===== src/shared/capture_defs.svh =====
// Register map, field positions, reset values and counts of the capture channel
`ifndef CAPTURE_DEFS_SVH
`define CAPTURE_DEFS_SVH

`define CAP_ADDR_W 4
`define CAP_CTRL_ADDR 4'h0
`define CAP_BUF_ADDR 4'h4

`define CAP_CTRL_RESET 16'h0000
`define CAP_CTRL_WMASK 16'h20e7

`define CAP_STOP_IDLE_BIT 13
`define CAP_TSEL_BIT 7
`define CAP_CPI_MSB 6
`define CAP_CPI_LSB 5
`define CAP_OVF_BIT 4
`define CAP_BNE_BIT 3
`define CAP_MODE_MSB 2
`define CAP_MODE_LSB 0

`define CAP_FIFO_DEPTH 4
`define CAP_CNT_W 3
`define CAP_PTR_W 2
`define CAP_DATA_W 16

`define CAP_PRESC_W 4
`define CAP_PRESC4_LAST 4'h3
`define CAP_PRESC16_LAST 4'hf

`endif


===== src/shared/capture_pkg.sv =====
// Types shared by the capture channel and its buffer
package capture_pkg;

   typedef enum logic [2:0] {
      MODE_OFF = 3'h0,
      MODE_EVERY_EDGE = 3'h1,
      MODE_FALL = 3'h2,
      MODE_RISE = 3'h3,
      MODE_RISE4 = 3'h4,
      MODE_RISE16 = 3'h5,
      MODE_UNUSED = 3'h6,
      MODE_WAKE_PIN = 3'h7
   } capture_mode_t;

   typedef logic [15:0] capture_word_t;

endpackage


===== src/rtl/capture_fifo.sv =====
// Four-entry first-in first-out store for captured timer values
`timescale 1ns/10ps
`include "capture_defs.svh"

module capture_fifo
   import capture_pkg::*;
(
   input wire logic sys_clk,
   input wire logic rstn,
   input wire logic flush,
   input wire logic push,
   input wire capture_word_t wr_data,
   input wire logic pop,
   output capture_word_t rd_data,
   output logic [`CAP_CNT_W-1:0] count,
   output logic full,
   output logic empty
);

   capture_word_t mem_r [`CAP_FIFO_DEPTH];
   logic [`CAP_PTR_W-1:0] wr_ptr_r;
   logic [`CAP_PTR_W-1:0] rd_ptr_r;
   logic [`CAP_CNT_W-1:0] count_r;
   logic do_push;
   logic do_pop;

   assign full = (count_r == `CAP_CNT_W'(`CAP_FIFO_DEPTH));
   assign empty = (count_r == '0);
   assign count = count_r;
   assign rd_data = mem_r[rd_ptr_r];
   // A push into a full store is dropped; stored entries stay intact
   assign do_push = push & ~full;
   assign do_pop = pop & ~empty;

   always_ff @(posedge sys_clk) begin
      if (do_push) begin
         mem_r[wr_ptr_r] <= wr_data;
      end
   end

   always_ff @(posedge sys_clk or negedge rstn) begin
      if (!rstn) begin
         wr_ptr_r <= '0;
         rd_ptr_r <= '0;
         count_r <= '0;
      end else if (flush) begin
         wr_ptr_r <= '0;
         rd_ptr_r <= '0;
         count_r <= '0;
      end else begin
         if (do_push) begin
            wr_ptr_r <= wr_ptr_r + 2'h1;
         end
         if (do_pop) begin
            rd_ptr_r <= rd_ptr_r + 2'h1;
         end
         count_r <= count_r + `CAP_CNT_W'(do_push) - `CAP_CNT_W'(do_pop);
      end
   end

   fifo_bound_a: assert property (@(posedge sys_clk) disable iff (!rstn)
      count_r <= `CAP_CNT_W'(`CAP_FIFO_DEPTH))
      else $error("capture store holds more than four entries");

   pop_order_a: assert property (@(posedge sys_clk) disable iff (!rstn)
      (do_pop && !do_push && !flush) |=>
      (rd_ptr_r == $past(rd_ptr_r) + 2'h1))
      else $error("read did not advance to the next oldest entry");

endmodule


===== src/rtl/input_capture_channel.sv =====
// Input capture channel with four-entry buffer and Avalon-MM registers
//
// Overview of operation
// - Qualifying pin event stores full 16-bit count
// - Buffer holds four captured values
// - Mode 000 switches the channel off
// - Mode 001 captures on both edges
// - Mode 001 interrupts on every capture
// - Mode 010 captures falling edges only
// - Mode 011 captures every rising edge
// - Mode 100 captures every fourth rising edge
// - Mode 101 captures every sixteenth rising edge
// - Mode 110 unused, behaves as disabled
// - Mode 111 is sleep/idle rising-edge interrupt
// - Pin event can wake from sleep, idle
// - Interrupt after one to four captures
// - Timer select picks second or third timer
// - Read-only overflow flag, hardware cleared
// - Read-only flag shows buffer not empty
// - Stop-in-idle bit halts captures in idle; mode 111 still interrupts
//
// The Avalon-MM slave port and the address map were chosen for this implementation.
`timescale 1ns/10ps
`include "capture_defs.svh"

module input_capture_channel
   import capture_pkg::*;
(
   input wire logic sys_clk,
   input wire logic rstn,
   input wire logic [`CAP_ADDR_W-1:0] address,
   input wire logic read,
   input wire logic write,
   input wire logic [31:0] writedata,
   output logic [31:0] readdata,
   output logic waitrequest,
   input wire logic capture_input_pin,
   input wire capture_word_t second_timer_count,
   input wire capture_word_t third_timer_count,
   input wire logic cpu_idle,
   input wire logic cpu_sleep,
   output logic capture_irq,
   output logic wake_req
);

   // Modes in which timer values are latched
   function automatic logic mode_captures(input logic [2:0] m);
      begin
         mode_captures = (m != MODE_OFF) && (m != MODE_UNUSED) &&
            (m != MODE_WAKE_PIN);
      end
   endfunction

   // Modes in which the store and the status are held cleared
   function automatic logic mode_off(input logic [2:0] m);
      begin
         mode_off = (m == MODE_OFF) || (m == MODE_UNUSED);
      end
   endfunction

   logic [15:0] ctrl_r;
   logic waitrequest_r;
   logic [31:0] readdata_r;
   logic rd_valid_r;
   logic pin_s1_r;
   logic pin_s2_r;
   logic pin_s3_r;
   logic [`CAP_PRESC_W-1:0] presc_r;
   logic [1:0] icnt_r;
   logic ovf_r;
   logic irq_r;
   logic wake_r;

   logic [2:0] mode;
   logic [1:0] cpi;
   logic stop_idle;
   logic tsel;
   logic halted;
   logic active;
   logic rise;
   logic fall;
   logic presc_hit;
   logic qualify;
   logic cap_evt;
   logic push;
   logic pop;
   logic flush;
   logic wr_acc;
   logic rd_acc;
   logic ctrl_wr;
   logic pin_irq;
   logic cap_irq;
   logic [31:0] rd_mux;
   capture_word_t cap_word;
   capture_word_t head;
   logic [`CAP_CNT_W-1:0] count;
   logic full;
   logic empty;

   assign mode = ctrl_r[`CAP_MODE_MSB:`CAP_MODE_LSB];
   assign cpi = ctrl_r[`CAP_CPI_MSB:`CAP_CPI_LSB];
   assign stop_idle = ctrl_r[`CAP_STOP_IDLE_BIT];
   assign tsel = ctrl_r[`CAP_TSEL_BIT];

   // Bus transfer completes at the edge where waitrequest is low
   assign wr_acc = write & ~waitrequest_r;
   assign rd_acc = read & ~waitrequest_r;
   assign ctrl_wr = wr_acc & (address == `CAP_CTRL_ADDR);
   assign pop = rd_acc & (address == `CAP_BUF_ADDR) & rd_valid_r;

   assign waitrequest = waitrequest_r;
   assign readdata = readdata_r;
   assign capture_irq = irq_r;
   assign wake_req = wake_r;

   // Avalon-MM slave handshake: one wait cycle per transfer
   always_ff @(posedge sys_clk or negedge rstn) begin
      if (!rstn) begin
         waitrequest_r <= 1'b1;
      end else if (!waitrequest_r) begin
         waitrequest_r <= 1'b1;
      end else if (read || write) begin
         waitrequest_r <= 1'b0;
      end
   end

   always_comb begin
      rd_mux = 32'h0000_0000;
      case (address)
         `CAP_CTRL_ADDR: begin
            rd_mux[15:0] = ctrl_r & `CAP_CTRL_WMASK;
            rd_mux[`CAP_OVF_BIT] = ovf_r;
            rd_mux[`CAP_BNE_BIT] = ~empty;
         end
         `CAP_BUF_ADDR: begin
            rd_mux[15:0] = empty ? 16'h0000 : head;
         end
         default: begin
            rd_mux = 32'h0000_0000;
         end
      endcase
   end

   // Read data is latched as waitrequest falls and stands at the accept
   always_ff @(posedge sys_clk or negedge rstn) begin
      if (!rstn) begin
         readdata_r <= 32'h0000_0000;
         rd_valid_r <= 1'b0;
      end else if (waitrequest_r && read) begin
         readdata_r <= rd_mux;
         rd_valid_r <= ~empty;
      end
   end

   // Control register; status bits are not writable
   always_ff @(posedge sys_clk or negedge rstn) begin
      if (!rstn) begin
         ctrl_r <= `CAP_CTRL_RESET;
      end else if (ctrl_wr) begin
         ctrl_r <= writedata[15:0] & `CAP_CTRL_WMASK;
      end
   end

   // Pin synchroniser; the second and third stages feed edge detection
   always_ff @(posedge sys_clk or negedge rstn) begin
      if (!rstn) begin
         pin_s1_r <= 1'b0;
         pin_s2_r <= 1'b0;
         pin_s3_r <= 1'b0;
      end else begin
         pin_s1_r <= capture_input_pin;
         pin_s2_r <= pin_s1_r;
         pin_s3_r <= pin_s2_r;
      end
   end

   assign rise = pin_s2_r & ~pin_s3_r;
   assign fall = ~pin_s2_r & pin_s3_r;

   assign halted = stop_idle & cpu_idle;
   assign active = mode_captures(mode) & ~halted;

   always_comb begin
      presc_hit = 1'b0;
      case (mode)
         MODE_RISE4: presc_hit = (presc_r == `CAP_PRESC4_LAST);
         MODE_RISE16: presc_hit = (presc_r == `CAP_PRESC16_LAST);
         default: presc_hit = 1'b0;
      endcase
   end

   always_comb begin
      qualify = 1'b0;
      case (mode)
         MODE_EVERY_EDGE: qualify = rise | fall;
         MODE_FALL: qualify = fall;
         MODE_RISE: qualify = rise;
         MODE_RISE4: qualify = rise & presc_hit;
         MODE_RISE16: qualify = rise & presc_hit;
         default: qualify = 1'b0;
      endcase
   end

   assign cap_evt = active & qualify;
   assign push = cap_evt & ~full;
   assign flush = mode_off(mode);
   // Time base: set bit takes the second timer, clear the third
   assign cap_word = tsel ? second_timer_count
      : third_timer_count;

   // Prescaler of rising edges, restarted by every control write
   always_ff @(posedge sys_clk or negedge rstn) begin
      if (!rstn) begin
         presc_r <= '0;
      end else if (ctrl_wr || !active) begin
         presc_r <= '0;
      end else if (rise && (mode == MODE_RISE4 || mode == MODE_RISE16)) begin
         presc_r <= presc_hit ? '0 : presc_r + 4'h1;
      end
   end

   // Overflow: set wins over the hardware clear on a read that drains
   always_ff @(posedge sys_clk or negedge rstn) begin
      if (!rstn) begin
         ovf_r <= 1'b0;
      end else if (cap_evt && full) begin
         ovf_r <= 1'b1;
      end else if (flush || (pop && count == `CAP_CNT_W'(1))) begin
         ovf_r <= 1'b0;
      end
   end

   // Captures per interrupt; every-edge mode interrupts on each capture
   always_comb begin
      cap_irq = 1'b0;
      if (push) begin
         if (mode == MODE_EVERY_EDGE) begin
            cap_irq = 1'b1;
         end else begin
            cap_irq = (icnt_r == cpi);
         end
      end
   end

   always_ff @(posedge sys_clk or negedge rstn) begin
      if (!rstn) begin
         icnt_r <= 2'h0;
      end else if (ctrl_wr || flush) begin
         icnt_r <= 2'h0;
      end else if (push && mode != MODE_EVERY_EDGE) begin
         icnt_r <= cap_irq ? 2'h0 : icnt_r + 2'h1;
      end
   end

   // Wake-pin mode acts only while the processor sleeps or idles
   assign pin_irq = (mode == MODE_WAKE_PIN) & (cpu_sleep | cpu_idle) &
      rise;

   always_ff @(posedge sys_clk or negedge rstn) begin
      if (!rstn) begin
         irq_r <= 1'b0;
         wake_r <= 1'b0;
      end else begin
         irq_r <= cap_irq | pin_irq;
         wake_r <= (cpu_sleep | cpu_idle) &
            (pin_irq | cap_irq);
      end
   end

   capture_fifo u_fifo (
      .sys_clk(sys_clk),
      .rstn(rstn),
      .flush(flush),
      .push(push),
      .wr_data(cap_word),
      .pop(pop),
      .rd_data(head),
      .count(count),
      .full(full),
      .empty(empty)
   );

   off_no_capture_a: assert property (@(posedge sys_clk) disable iff (!rstn)
      (mode_off(mode) || mode == MODE_WAKE_PIN) |-> !push)
      else $error("capture taken while channel is off");

   unused_mode_a: assert property (@(posedge sys_clk) disable iff (!rstn)
      (mode == MODE_UNUSED && rise) |=> (count == '0))
      else $error("unused mode left values in the buffer");

   timer_select_a: assert property (@(posedge sys_clk) disable iff (!rstn)
      (push && empty) |=> (head == (($past(tsel)) ?
      $past(second_timer_count) : $past(third_timer_count))))
      else $error("captured word is not the selected timer count");

   fall_only_a: assert property (@(posedge sys_clk) disable iff (!rstn)
      (mode == MODE_FALL && push) |-> (pin_s3_r && !pin_s2_r))
      else $error("falling-edge mode captured on another edge");

   every_edge_a: assert property (@(posedge sys_clk) disable iff (!rstn)
      (mode == MODE_EVERY_EDGE && !halted && (rise || fall) && !full)
      |=> irq_r)
      else $error("every-edge capture missed or gave no interrupt");

   presc_four_a: assert property (@(posedge sys_clk) disable iff (!rstn)
      (mode == MODE_RISE4 && push) |-> (presc_r == 4'h3))
      else $error("divide-by-four capture at wrong edge count");

   presc_sixteen_a: assert property (@(posedge sys_clk) disable iff (!rstn)
      (mode == MODE_RISE16 && push) |-> (presc_r == 4'hf))
      else $error("divide-by-sixteen capture at wrong edge count");

   irq_count_a: assert property (@(posedge sys_clk) disable iff (!rstn)
      (push && mode != MODE_EVERY_EDGE && icnt_r == cpi) |=> irq_r)
      else $error("interrupt not raised after selected captures");

   overflow_set_a: assert property (@(posedge sys_clk) disable iff (!rstn)
      (cap_evt && full) |=> (ovf_r &&
      count == `CAP_CNT_W'(4) - `CAP_CNT_W'($past(pop))))
      else $error("overflow not flagged or entry lost on full buffer");

   bne_status_a: assert property (@(posedge sys_clk) disable iff (!rstn)
      (read && waitrequest_r && address == `CAP_CTRL_ADDR) |=>
      (readdata_r[`CAP_BNE_BIT] == ($past(count) != '0)))
      else $error("buffer-not-empty status disagrees with buffer");

   idle_halt_a: assert property (@(posedge sys_clk) disable iff (!rstn)
      (stop_idle && cpu_idle) |-> !cap_evt)
      else $error("capture taken while halted in idle");

   wake_pin_a: assert property (@(posedge sys_clk) disable iff (!rstn)
      (mode == MODE_WAKE_PIN && cpu_sleep && rise) |=>
      (wake_r && irq_r))
      else $error("wake pin rising edge gave no wake or interrupt");

   wake_capture_a: assert property (@(posedge sys_clk) disable iff (!rstn)
      (cpu_idle && cap_irq) |=> wake_r)
      else $error("capture interrupt in idle gave no wake request");

   answer_time_a: assert property (@(posedge sys_clk) disable iff (!rstn)
      ((read || write) && waitrequest_r) |=> !waitrequest_r)
      else $error("bus request not answered after one wait cycle");

endmodule


===== config.mk =====
export PLATFORM = sky130hd
export DESIGN_NAME = input_capture_channel
export DESIGN_NICKNAME = d
export VERILOG_FILES = /design/src/shared/capture_pkg.sv /design/src/rtl/capture_fifo.sv /design/src/rtl/input_capture_channel.sv
export VERILOG_INCLUDE_DIRS = /design/src /design/src/shared
export SDC_FILE = /design/constraint.sdc
export NUM_CORES = 1
export LEC_CHECK = 0
export BUFFER_PORTS_ARGS = -buffer_cell sky130_fd_sc_hd__buf_4
export CORE_UTILIZATION = 52
export DETAILED_ROUTE_END_ITERATION = 8
export PLACE_DENSITY = 0.85
export SYNTH_ARGS = -nofsm -noshare
export SYNTH_HDL_FRONTEND = slang
export SYNTH_SLANG_ARGS = --single-unit

===== constraint.sdc =====
create_clock -name sys_clk -period 2.75 [get_ports sys_clk]
set_input_delay 0.55 -clock sys_clk [delete_from_list [all_inputs] [get_ports sys_clk]]
set_output_delay 0.55 -clock sys_clk [all_outputs]
set_load 0.01 [all_outputs]

-- After elaboration in Yosys (flattened, before gate mapping)
Memory sizes are Yosys's and may differ from the RTL's.
Cells that the tools add are included.
- bits in registers: 44
- RAM bits: 64
- output and inout port bits: 35
- logic and storage cells: 112
- memories kept: 1
- add/sub/neg operators: 6
- eq/ne operators: 16
- multiplexer cells: 24
- bitwise gates (word level): 26
- reductions and logical operators: 24
- memory list (name ; words ; width ; rd ports ; clocked after Yosys merged registers in ; wr ports ; RTL line ; source):
    u_fifo.mem_r ; 4 ; 16 ; 1 ; 0 ; 1 ; capture_fifo.sv:20 ; capture_word_t mem_r [`CAP_FIFO_DEPTH];
- operator list (cell ; number):
    $mux W16 ; 2
    $pmux W16 S2 ; 1
    $and A1 B1 Y1 ; 17
    $eq A3 B3 Y1 const B ; 5
    $mux W2 ; 7
    $mux W4 ; 3
    $reduce_bool A2 Y1 ; 5
    $mux W1 ; 8
    $logic_and A1 B1 Y1 ; 7
    $add A2 B1 Y2 const B ; 3
    $eq A3 B1 Y1 const B ; 2
    $eq A3 B2 Y1 const B ; 2
    $logic_not A3 Y1 ; 2
    $logic_or A1 B1 Y1 ; 6
    $ne A3 B3 Y1 const B ; 2
    $not A1 Y1 ; 6
    $add A4 B1 Y4 const B ; 1
    $eq A4 B2 Y1 const B ; 1
    $eq A4 B3 Y1 const B ; 1
    $eq A4 B4 Y1 const B ; 1
    $logic_not A4 Y1 ; 1
    $pmux W1 S4 ; 1
    $add A3 B1 Y3 ; 1
    $mux W3 ; 1
    other kinds (8) ; 10

-- Depth between registers and ports, before layout
Gate-level depths: netlist (run 1).
- word-level depth: 10
- depth in mapped cells: 11
- depth with buffers taken out: 11

-- By module
Synthesis (run 1) repeated with hierarchy kept, for this count alone.
- cells, all modules: 344
- area, all modules: 4880.9 um^2
- by module, submodules not included (module ; times used ; cells an instance ; area each (um^2)):
    capture_fifo ; 1 ; 130 ; 2813.9
    input_capture_channel ; 1 ; 214 ; 2067.0

-- Least setup slack after synthesis (run 1)
No wires, ideal clock.
- path kind: input to register
- start point: in address[1]
- end point: reg u_fifo.count_r[2] (netlist: u_fifo.count[2])
- library setup time: 0.141 ns
- arrival: 2.527 ns
- data required time: 2.609 ns
- path slack: 0.082 ns
- stages: 11
- path through: or3_1 -> buf_2 -> nor3_1 -> ha_1 -> inv_1 -> ha_1 -> inv_1 -> fa_1 -> xor2_1 -> xnor2_1 -> nor2_1
- longest elaborated chain between the ends: 6
- ends and longest elaborated chain (what ; RTL line ; source):
    from (decl) ; input_capture_channel.sv:31 ; input wire logic [`CAP_ADDR_W-1:0] address,
    $eq A4 B3 Y1 ; -- ;
    $and A1 B1 Y1 (2 in a row) ; input_capture_channel.sv:109 ; assign pop = rd_acc & (address == `CAP_BUF_ADDR) & rd_valid_r;
    $and A1 B1 Y1 ; capture_fifo.sv:33 ; assign do_pop = pop & ~empty;
    $sub A3 B1 Y3 ; capture_fifo.sv:57 ; count_r <= count_r + `CAP_CNT_W'(do_push) - `CAP_CNT_W'(do_pop);
    $mux W3 ; capture_fifo.sv:46 ; end else if (flush) begin
    to (signal assigned) ; capture_fifo.sv:57 ;
    to (decl) ; capture_fifo.sv:23 ; logic [`CAP_CNT_W-1:0] count_r;
Every way passes these cells.
A chain may end at the register's enable or synchronous reset.

-- Final worst setup path (run 1)
- start point: reg ctrl_r[2]
- end point: reg u_fifo.count_r[2] (netlist: u_fifo.count[2])
- longest elaborated chain between the ends: 10
- elaborated cells on any way between the ends: 24
- those cells by class: add/sub: 2; eq/ne: 8; mux: 3; bitwise: 5; reduce/logical: 6
- ends and longest elaborated chain (what ; RTL line ; source):
    from (decl) ; input_capture_channel.sv:61 ; logic [15:0] ctrl_r;
    from (signal assigned) ; input_capture_channel.sv:158 ; ctrl_r <= `CAP_CTRL_RESET;
    from (signal assigned) ; input_capture_channel.sv:160 ; ctrl_r <= writedata[15:0] & `CAP_CTRL_WMASK;
    $eq A3 B3 Y1, or another cell as far along ; input_capture_channel.sv:185, input_capture_channel.sv:194 ;
    $pmux W1 S2 or $logic_and A1 B1 Y1 (tied branches) ; input_capture_channel.sv:185, input_capture_channel.sv:49 ;
    $and A1 B1 Y1 or $logic_and A1 B1 Y1 (tied branches) ; input_capture_channel.sv:198, input_capture_channel.sv:199, input_capture_channel.sv:49 ;
    $pmux W1 S4 or $and A1 B1 Y1 (tied branches) ; input_capture_channel.sv:194, input_capture_channel.sv:181 ;
    $and A1 B1 Y1 ; input_capture_channel.sv:204 ; assign cap_evt = active & qualify;
    $and A1 B1 Y1 ; input_capture_channel.sv:205 ; assign push = cap_evt & ~full;
    $and A1 B1 Y1 ; capture_fifo.sv:32 ; assign do_push = push & ~full;
    $add A3 B1 Y3 ; capture_fifo.sv:57 ;
    $sub A3 B1 Y3 ; capture_fifo.sv:57 ;
    $mux W3 * ; capture_fifo.sv:46 ;
Mark *: on every way between the ends. The rest lies on a longest branch, timed or not.

==> out/results.ini, run 1 <==
[floorplanning]
die_height_um = 97.9
num_io_pins = 110
rows = 34
floorplan.core_area_um2 = 8810
initial_core_util_pct = 54.3
floorplan.die.width_um = 97.9
die_area_um2 = 9580

[timing]
fmax_mhz = 398
max_slew_margin_pct = 46.4
final_max_slew_viol_count = 0
fin_ws_ps = 234
setup_viol = 0
post_route_fraction_of_the_period_consumed_by_the_critical_path_pct = 91.5
setup_tns_ps = 0
grt_setup_unrepaired = false
fin_worst_hold_slack_ps = 165
fin_worst_skew_ps = 10.6
hold_viol = 0
post-route-min-period_ps = 2520
tightest_slew_ps = 803

[synth]
synth-seq-area-share_pct = 63.3
synth_cell_type_count = 52
synth_largest_type_area_fraction_pct = 40.2
yosysTopAreaCell = sky130_fd_sc_hd__edfxtp_1
post_synth_inst_count = 312
synth_common_cells = sky130_fd_sc_hd__edfxtp_1, sky130_fd_sc_hd__dfrtp_1, sky130_fd_sc_hd__mux2_2
synth.area.top_cells = sky130_fd_sc_hd__edfxtp_1, sky130_fd_sc_hd__dfrtp_1, sky130_fd_sc_hd__mux4_2
synthMostInstantiatedCell = sky130_fd_sc_hd__edfxtp_1
synth-edff-count = 64
synth_warnings = 0
synth-seq-cells = 108
synthesis.area_um2 = 4780
syn_area_per_cell_um2 = 15.3
asyncSetResetFlopFracSynth_pct = 40.7
ys_dominant_reg_cell = sky130_fd_sc_hd__edfxtp_1

[place]
gp_congestion = 0.779
dpl.hpwl_um = 6040
numPortBuffers = 68
dpl-instance-area_um2 = 5390
post-place-ws_ps = 87.2

[global_routing]
largest_net_degree_at_the_start_of_global_routing = 45
grt_pass1_wl_um = 14200
globalRouteOverflowTotal = 0
first_global_vias = 2824
grt_antenna_before_repair = 0
grt_usage_pct = 19.8

[worst_setup_path]
critical_path.max_stage_delay_ps = 660
critical_path_class = flip-flop to flip-flop
slowest_cp_cell = sky130_fd_sc_hd__dfrtp_1
timing.critical_path.cells = nand4b_1 > o21bai_1 > a211oi_4 > ha_1 > inv_1 > fa_1 > xor2_1 > xnor2_1 > nor2_1
arrival_time_of_data_at_the_critical_path_endpoint_ps = 2760
worst_setup_path_end_kind = flip-flop
worstPathRequired_ps = 2990
worst_setup_path_start_kind = flip-flop
path_max_fanout = 14
reg2reg_depth = 9

[route]
vias = 2887
detail_route.iter0.violations = 206
drt_wl_total_um = 8900
drc_errors = 18
firstDrtPassIters = 7
routedWlPerCell_um = 17.7
avgViaCountPerCell = 5.75
ant_nets = 0

[clock_network]
clock_tree.htree_level_count = 3
post_cts_setup_buffer_count = 0
ctsRootBufferMaster = sky130_fd_sc_hd__clkbuf_8
tritoncts.num_buffers = 9
post_cts.resized_instances = 0
holdBufCountCts = 0
cts_buffer_depth = 2
tritoncts_num_sinks = 108
cts_tree = built
clk-insertion-delay-late_ps = 370
clkTransAtPathRegs_ps = 110

[flow_run]
cap_violations = 0

[pwr]
p_clk_share_pct = 27.2
peak_supply_drop_v = 0.000351
switching_power_uw = 911
switching_share_pct = 27.5
power_leakage_nw = 2.32
cellPowerDensity_nw_per_um2 = 596
power.sequential.fraction_pct = 58.4
internal_power_mw = 2.41
combinationalPowerShare_pct = 14.4

[final_layout]
area.growth.synth_to_final_pct = 16.6
finish.utilization_pct = 63.3
diodes = 0
layout.cell_area.non_filler_um2 = 5570
drive_gt1_share_pct = 36.0
final_nets = 474

[run_status]
violations = design-rule violations
outcome = finished, violations left

[min_path]
min-delay-path-class = input port to asynchronous set/reset pin

-- final cells by class --
type	count	area, um2
repair buffers	81	608
well taps	108	135
flip-flops and latches	108	3020
multi-input cells	173	1560
clock inverters	7	58.8
inverters	16	60.1
clock buffers	9	124
fillers	630	3230
-- critical path, delay by kind of cell (launching register included) --
| kind | cells | cell delay, ps |
|---|---|---|
| flip-flops | 1 | 660 |
| AO/OA/AOI/OAI | 2 | 570 |
| XOR/XNOR | 2 | 300 |
| buffers and inverters | 1 | 50 |
| AND/OR/NAND/NOR | 2 | 260 |
| adder cells (fa/ha/maj) | 2 | 550 |
-- sequential cells by signal, summed over array words and instances, names as in the netlist, 2 cells and up --
| register | count |
|---|---|
| ctrl_r | 7 |
| icnt_r | 2 |
| presc_r | 4 |
| readdata | 16 |
| u_fifo.count | 3 |
| u_fifo.mem_r | 64 |
| u_fifo.rd_ptr_r | 2 |
| u_fifo.wr_ptr_r | 2 |
-- logic make-up (layout without fill, tap and decap cells) --
| family | count (synthesis) | in the layout | synth area share, % |
|---|---|---|---|
| AO/OA/AOI/OAI | 40 | 40 | 6.86 |
| XOR/XNOR | 8 | 8 | 1.47 |
| adder cells (fa/ha/maj) | 10 | 10 | 2.78 |
| buffers and inverters | 46 | 113 | 5.18 |
| flip-flops | 108 | 108 | 63.3 |
| multiplexers | 41 | 41 | 13.4 |
| other | 1 | 16 | 0.0785 |
| AND/OR/NAND/NOR | 58 | 58 | 6.96 |
-- routing by layer --
metal / vias up / share of wire [%] / wire length, um / global-route usage [%]
met5: - / 0 / 0 / 0
met4: 0 / 2.7 / 242 / 9.09
met3: 19 / 5.7 / 506 / 3.58
li1: 1301 / - / - / -
met2: 131 / 50 / 4430 / 32.9
met1: 1436 / 42 / 3720 / 25.6
-- cells in the final DEF (no fill, tap or decap), drive strengths merged, types with 8 or more instances in the layout --
| master | n |
|---|---|
| a222oi | 8 |
| buf | 81 |
| clkbuf | 9 |
| conb | 16 |
| dfrtp | 43 |
| edfxtp | 64 |
| ha | 9 |
| inv | 19 |
| mux2 | 23 |
| mux4 | 16 |
| nand2 | 9 |
| nor2 | 13 |
-- power by group through the flow --
stage	Clock [mW]	Combinational [mW]	Sequential, mW
CTS	0.914	0.482	1.94
global placement	0	0.457	1.96
detailed placement	0	0.477	1.97
global route	0.979	0.527	1.95
finish	0.902	0.478	1.94
floorplan	0	0.363	1.91
-- path summary, 6_finish.rpt --
| path | startpoint | end | slack (ps) |
|---|---|---|---|
| worst max-delay path | ctrl_r[2] | u_fifo.count[2] | 230 |
| worst min-delay path | rstn | wake_req | 170 |
| worst max register to register | ctrl_r[2] | u_fifo.count[2] | 230 |
| worst min register to register | pin_s1_r | pin_s2_r | 370 |
| max in group asynchronous | rstn | readdata[15] | 2180 |
| min in group sys_clk | capture_input_pin | pin_s1_r | 280 |
-- through the flow --
stage / std cells / power, mW
global placement: 486 / 2.42
floorplan: 327 / 2.27
CTS: 502 / 3.33
global route: 502 / 3.46
detailed placement: 486 / 2.45
finish: 502 / 3.32
(Power assumes the default switching activity.)
==> inputs of run 2 (changes only) <==
SYNTH_HIERARCHICAL = 1   (was not set)
==> run 2 against run 1 <==
Net effect: the run ends with negative setup slack left; die area is 2.1% higher; cell area is 5.5% higher; critical path depth is 5 higher; clock skew is 7.9 ps higher; cell count is 9.4% higher; synthesized cell count is 10% higher; largest power group unchanged; highest routed layer unchanged.
==> out/results.ini, run 2 <==
[route]
ant_nets = 0  ; unchanged
routedWlPerCell_um = 17.9  ; +0.95%
detail_route.iter0.violations = 164  ; -20%
firstDrtPassIters = 4  ; -3
drc_errors = 0  ; -18
vias = 3120  ; +8.1%
avgViaCountPerCell = 5.68  ; -1.2%
drt_wl_total_um = 9830  ; +10%

[floorplanning]
die_height_um = 98.9  ; +1.0%
initial_core_util_pct = 54.9  ; +0.63 points
floorplan.die.width_um = 98.9  ; +1.0%
die_area_um2 = 9780  ; +2.1%
rows = 34  ; unchanged
floorplan.core_area_um2 = 8890  ; +0.97%
num_io_pins = 110  ; unchanged

[clock_network]
clkTransAtPathRegs_ps = 120  ; about the same
cts_tree = built
tritoncts_num_sinks = 108  ; unchanged
clk-insertion-delay-late_ps = 390  ; +20 ps
ctsRootBufferMaster = sky130_fd_sc_hd__clkbuf_8
holdBufCountCts = 0  ; unchanged
cts_buffer_depth = 2  ; unchanged
clock_tree.htree_level_count = 3  ; unchanged
tritoncts.num_buffers = 9  ; unchanged

[worst_setup_path]
path_max_fanout = 3  ; -11
worst_setup_path_start_kind = flip-flop
worst_setup_path_end_kind = flip-flop
timing.critical_path.max_delay_family = simple AND/OR/NAND/NOR gates
worstPathRequired_ps = 2990  ; about the same
arrival_time_of_data_at_the_critical_path_endpoint_ps = 3070  ; +310 ps
timing.critical_path.cells = or3_4 > a211oi_2 > a211oi_2 > or3_4 > inv_2 > inv_2 > nor2_4 > inv_2 > ha_4 > inv_4 > ha_4 > inv_2 > fa_2 > nor2_1
timing.critical_path.buf_inv = 5  ; +4
critical_path.most_common_cell = sky130_fd_sc_hd__inv_2
critical_path_class = flip-flop to flip-flop
critical_path.max_stage_delay_ps = 520  ; -140 ps
slowest_cp_cell = sky130_fd_sc_hd__fa_2

[final_layout]
area.growth.synth_to_final_pct = 20.5
commonest_non_fill_non_tap_cells_in_the_layout = sky130_fd_sc_hd__buf_4, sky130_fd_sc_hd__edfxtp_1, sky130_fd_sc_hd__dfrtp_1, sky130_fd_sc_hd__nand2_1, sky130_fd_sc_hd__mux2_2
finish.utilization_pct = 66.1  ; +2.8 points
diodes = 0  ; unchanged
drive_gt1_share_pct = 36.7  ; +0.69 points
largest-register = u_fifo/mem_r
layout.cell_area.non_filler_um2 = 5880  ; +5.5%
mostFrequentLayoutCell = sky130_fd_sc_hd__buf_4
final_nets = 521  ; +9.9%
largest_reg_flops = 64  ; unchanged
instances_no_fill = 549  ; +9.4%
num-fill-cells = 589  ; -6.5%

[synth]
ys_dominant_reg_cell = sky130_fd_sc_hd__edfxtp_1
post_synth_inst_count = 344  ; +10%
synth-edff-count = 64  ; unchanged
synthesis.area_um2 = 4880  ; +2.1%
synth-seq-cells = 108  ; unchanged
synth_warnings = 6  ; +6
synth_cell_type_count = 46  ; -12%
asyncSetResetFlopFracSynth_pct = 40.7  ; unchanged
synth_common_cells = sky130_fd_sc_hd__edfxtp_1, sky130_fd_sc_hd__dfrtp_1, sky130_fd_sc_hd__nand2_1
yosysTopAreaCell = sky130_fd_sc_hd__edfxtp_1
synthMostInstantiatedCell = sky130_fd_sc_hd__edfxtp_1
synth_largest_type_area_fraction_pct = 39.4  ; -0.85 points
synth-seq-area-share_pct = 62.0  ; -1.3 points
syn_area_per_cell_um2 = 14.2  ; -7.4%
synth.area.top_cells = sky130_fd_sc_hd__edfxtp_1, sky130_fd_sc_hd__dfrtp_1, sky130_fd_sc_hd__mux2_2

[place]
numPortBuffers = 68  ; unchanged
dp_cells = 530  ; +9.1%
gp_congestion = 0.767  ; -1.5%
dpl-instance-area_um2 = 5610  ; +4.0%
dpl.hpwl_um = 6680  ; +11%

[timing]
fin_ws_ps = -75.0  ; -310 ps
setup_viol = 2  ; +2
max_slew_margin_pct = 32.3  ; -14 points
tightest_slew_ps = 1010  ; +209 ps
post_route_fraction_of_the_period_consumed_by_the_critical_path_pct = 103  ; +11 points
grt_setup_unrepaired = true
final_max_slew_viol_count = 0  ; unchanged
fmax_mhz = 354  ; -11%
post-route-min-period_ps = 2830  ; +310 ps
hold_viol = 0  ; unchanged
fin_worst_skew_ps = 18.4  ; +7.87 ps

[min_path]
min-delay-path-class = input port to asynchronous set/reset pin

[pwr]
cellPowerDensity_nw_per_um2 = 585  ; -1.8%
power_leakage_nw = 2.38  ; +2.5%
totalPowerFinal_mw = 3.44  ; +3.6%
peak_supply_drop_v = 0.000425  ; +21%

[global_routing]
grt_usage_pct = 21.9  ; +2.1 points
grt_pass1_wl_um = 16100  ; +13%
largest_net_degree_at_the_start_of_global_routing = 45  ; unchanged
globalRouteOverflowTotal = 0  ; unchanged
grt_antenna_before_repair = 0  ; unchanged
first_global_vias = 3251  ; +15%

[run_status]
outcome = finished, violations left
violations = negative setup slack

[flow_run]
cap_violations = 0  ; unchanged

==> run 2: cell types whose count changed after synthesis, sizes merged, moves of 4 or more <==
| cell | previous run | this run |
|---|---|---|
| nand2 | 9 | 38 |
| o21ai | 6 | 24 |
| a22oi | 0 | 9 |
| a222oi | 8 | 0 |
| a22o | 7 | 0 |
| or3 | 1 | 6 |
| a21oi | 4 | 8 |
==> run 2: layout make-up <==
class	count	area (um2)	share of cell area, %
clock buffers	9	124	2.11
flip-flops and latches	108	3020	51.4
clock inverters	7	86.3	1.47
inverters	14	55.1	0.936
multi-input cells	208	1700	28.9
repair buffers	95	754	12.8
well taps	108	135	2.30
==> run 2: metal layers <==
| layer | vias up | global-route usage [%] | share of wire, % |
|---|---|---|---|
| met5 | - | 0 | 0 |
| met4 | 0 | 8.50 | 1.4 |
| met1 | 1572 | 27.0 | 40 |
| met2 | 119 | 37.7 | 53 |
| li1 | 1418 | - | - |
| met3 | 11 | 5.25 | 5.7 |
==> run 2: cells by family after synthesis <==
| group | after synthesis | synth area share [%] |
|---|---|---|
| compound gates | 50 | 6.33 |
| xor+xnor | 6 | 1.08 |
| fa+ha+maj | 10 | 2.72 |
| buf+inv | 43 | 5.23 |
| flops | 108 | 62.0 |
| mux | 42 | 13.9 |
| other cells | 1 | 0.0768 |
| simple gates | 84 | 8.69 |
==> run 2: per-stage QoR <==
| stage | hold WS, ps | setup TNS (ps) | worst slack [ps] |
|---|---|---|---|
| floorplan | 254 | -139 | -88.6 |
| global placement | 345 | -25.0 | -25.0 |
| detailed placement | 350 | -186 | -112 |
| CTS | 167 | -68.5 | -41.7 |
| global route | 171 | -325 | -175 |
| finish | 157 | -142 | -75.0 |
==> run 2: power breakdown <==
group / internal [mW] / total (mW) / switching (mW) / leakage, nW
Clock: 0.372 / 0.998 / 0.626 / 0.105
Sequential: 1.83 / 1.91 / 0.0795 / 1.17
Combinational: 0.253 / 0.533 / 0.280 / 1.10
Total: 2.45 / 3.44 / 0.986 / 2.38
==> run 2: repair_timing <==
| action | CTS | global route |
|---|---|---|
| gates resized for setup | 6 | 3 |
| setup endpoints to repair | 2 | 2 |
| buffers inserted | 2 | 1 |
| pin swaps | 1 | 4 |
==> run 2: final timing paths <==
check	start	endpoint	slack, ps	cells past startpoint
worst max-delay path	presc_r[3]	u_fifo/count[1]	-80	14
worst min-delay path	rstn	readdata[9]	160	1
worst max register to register	presc_r[3]	u_fifo/count[1]	-80	14
worst min register to register	pin_s1_r	pin_s2_r	380	0
max in group asynchronous	rstn	u_fifo/count[1]	2200	1
min in group sys_clk	capture_input_pin	pin_s1_r	270	1
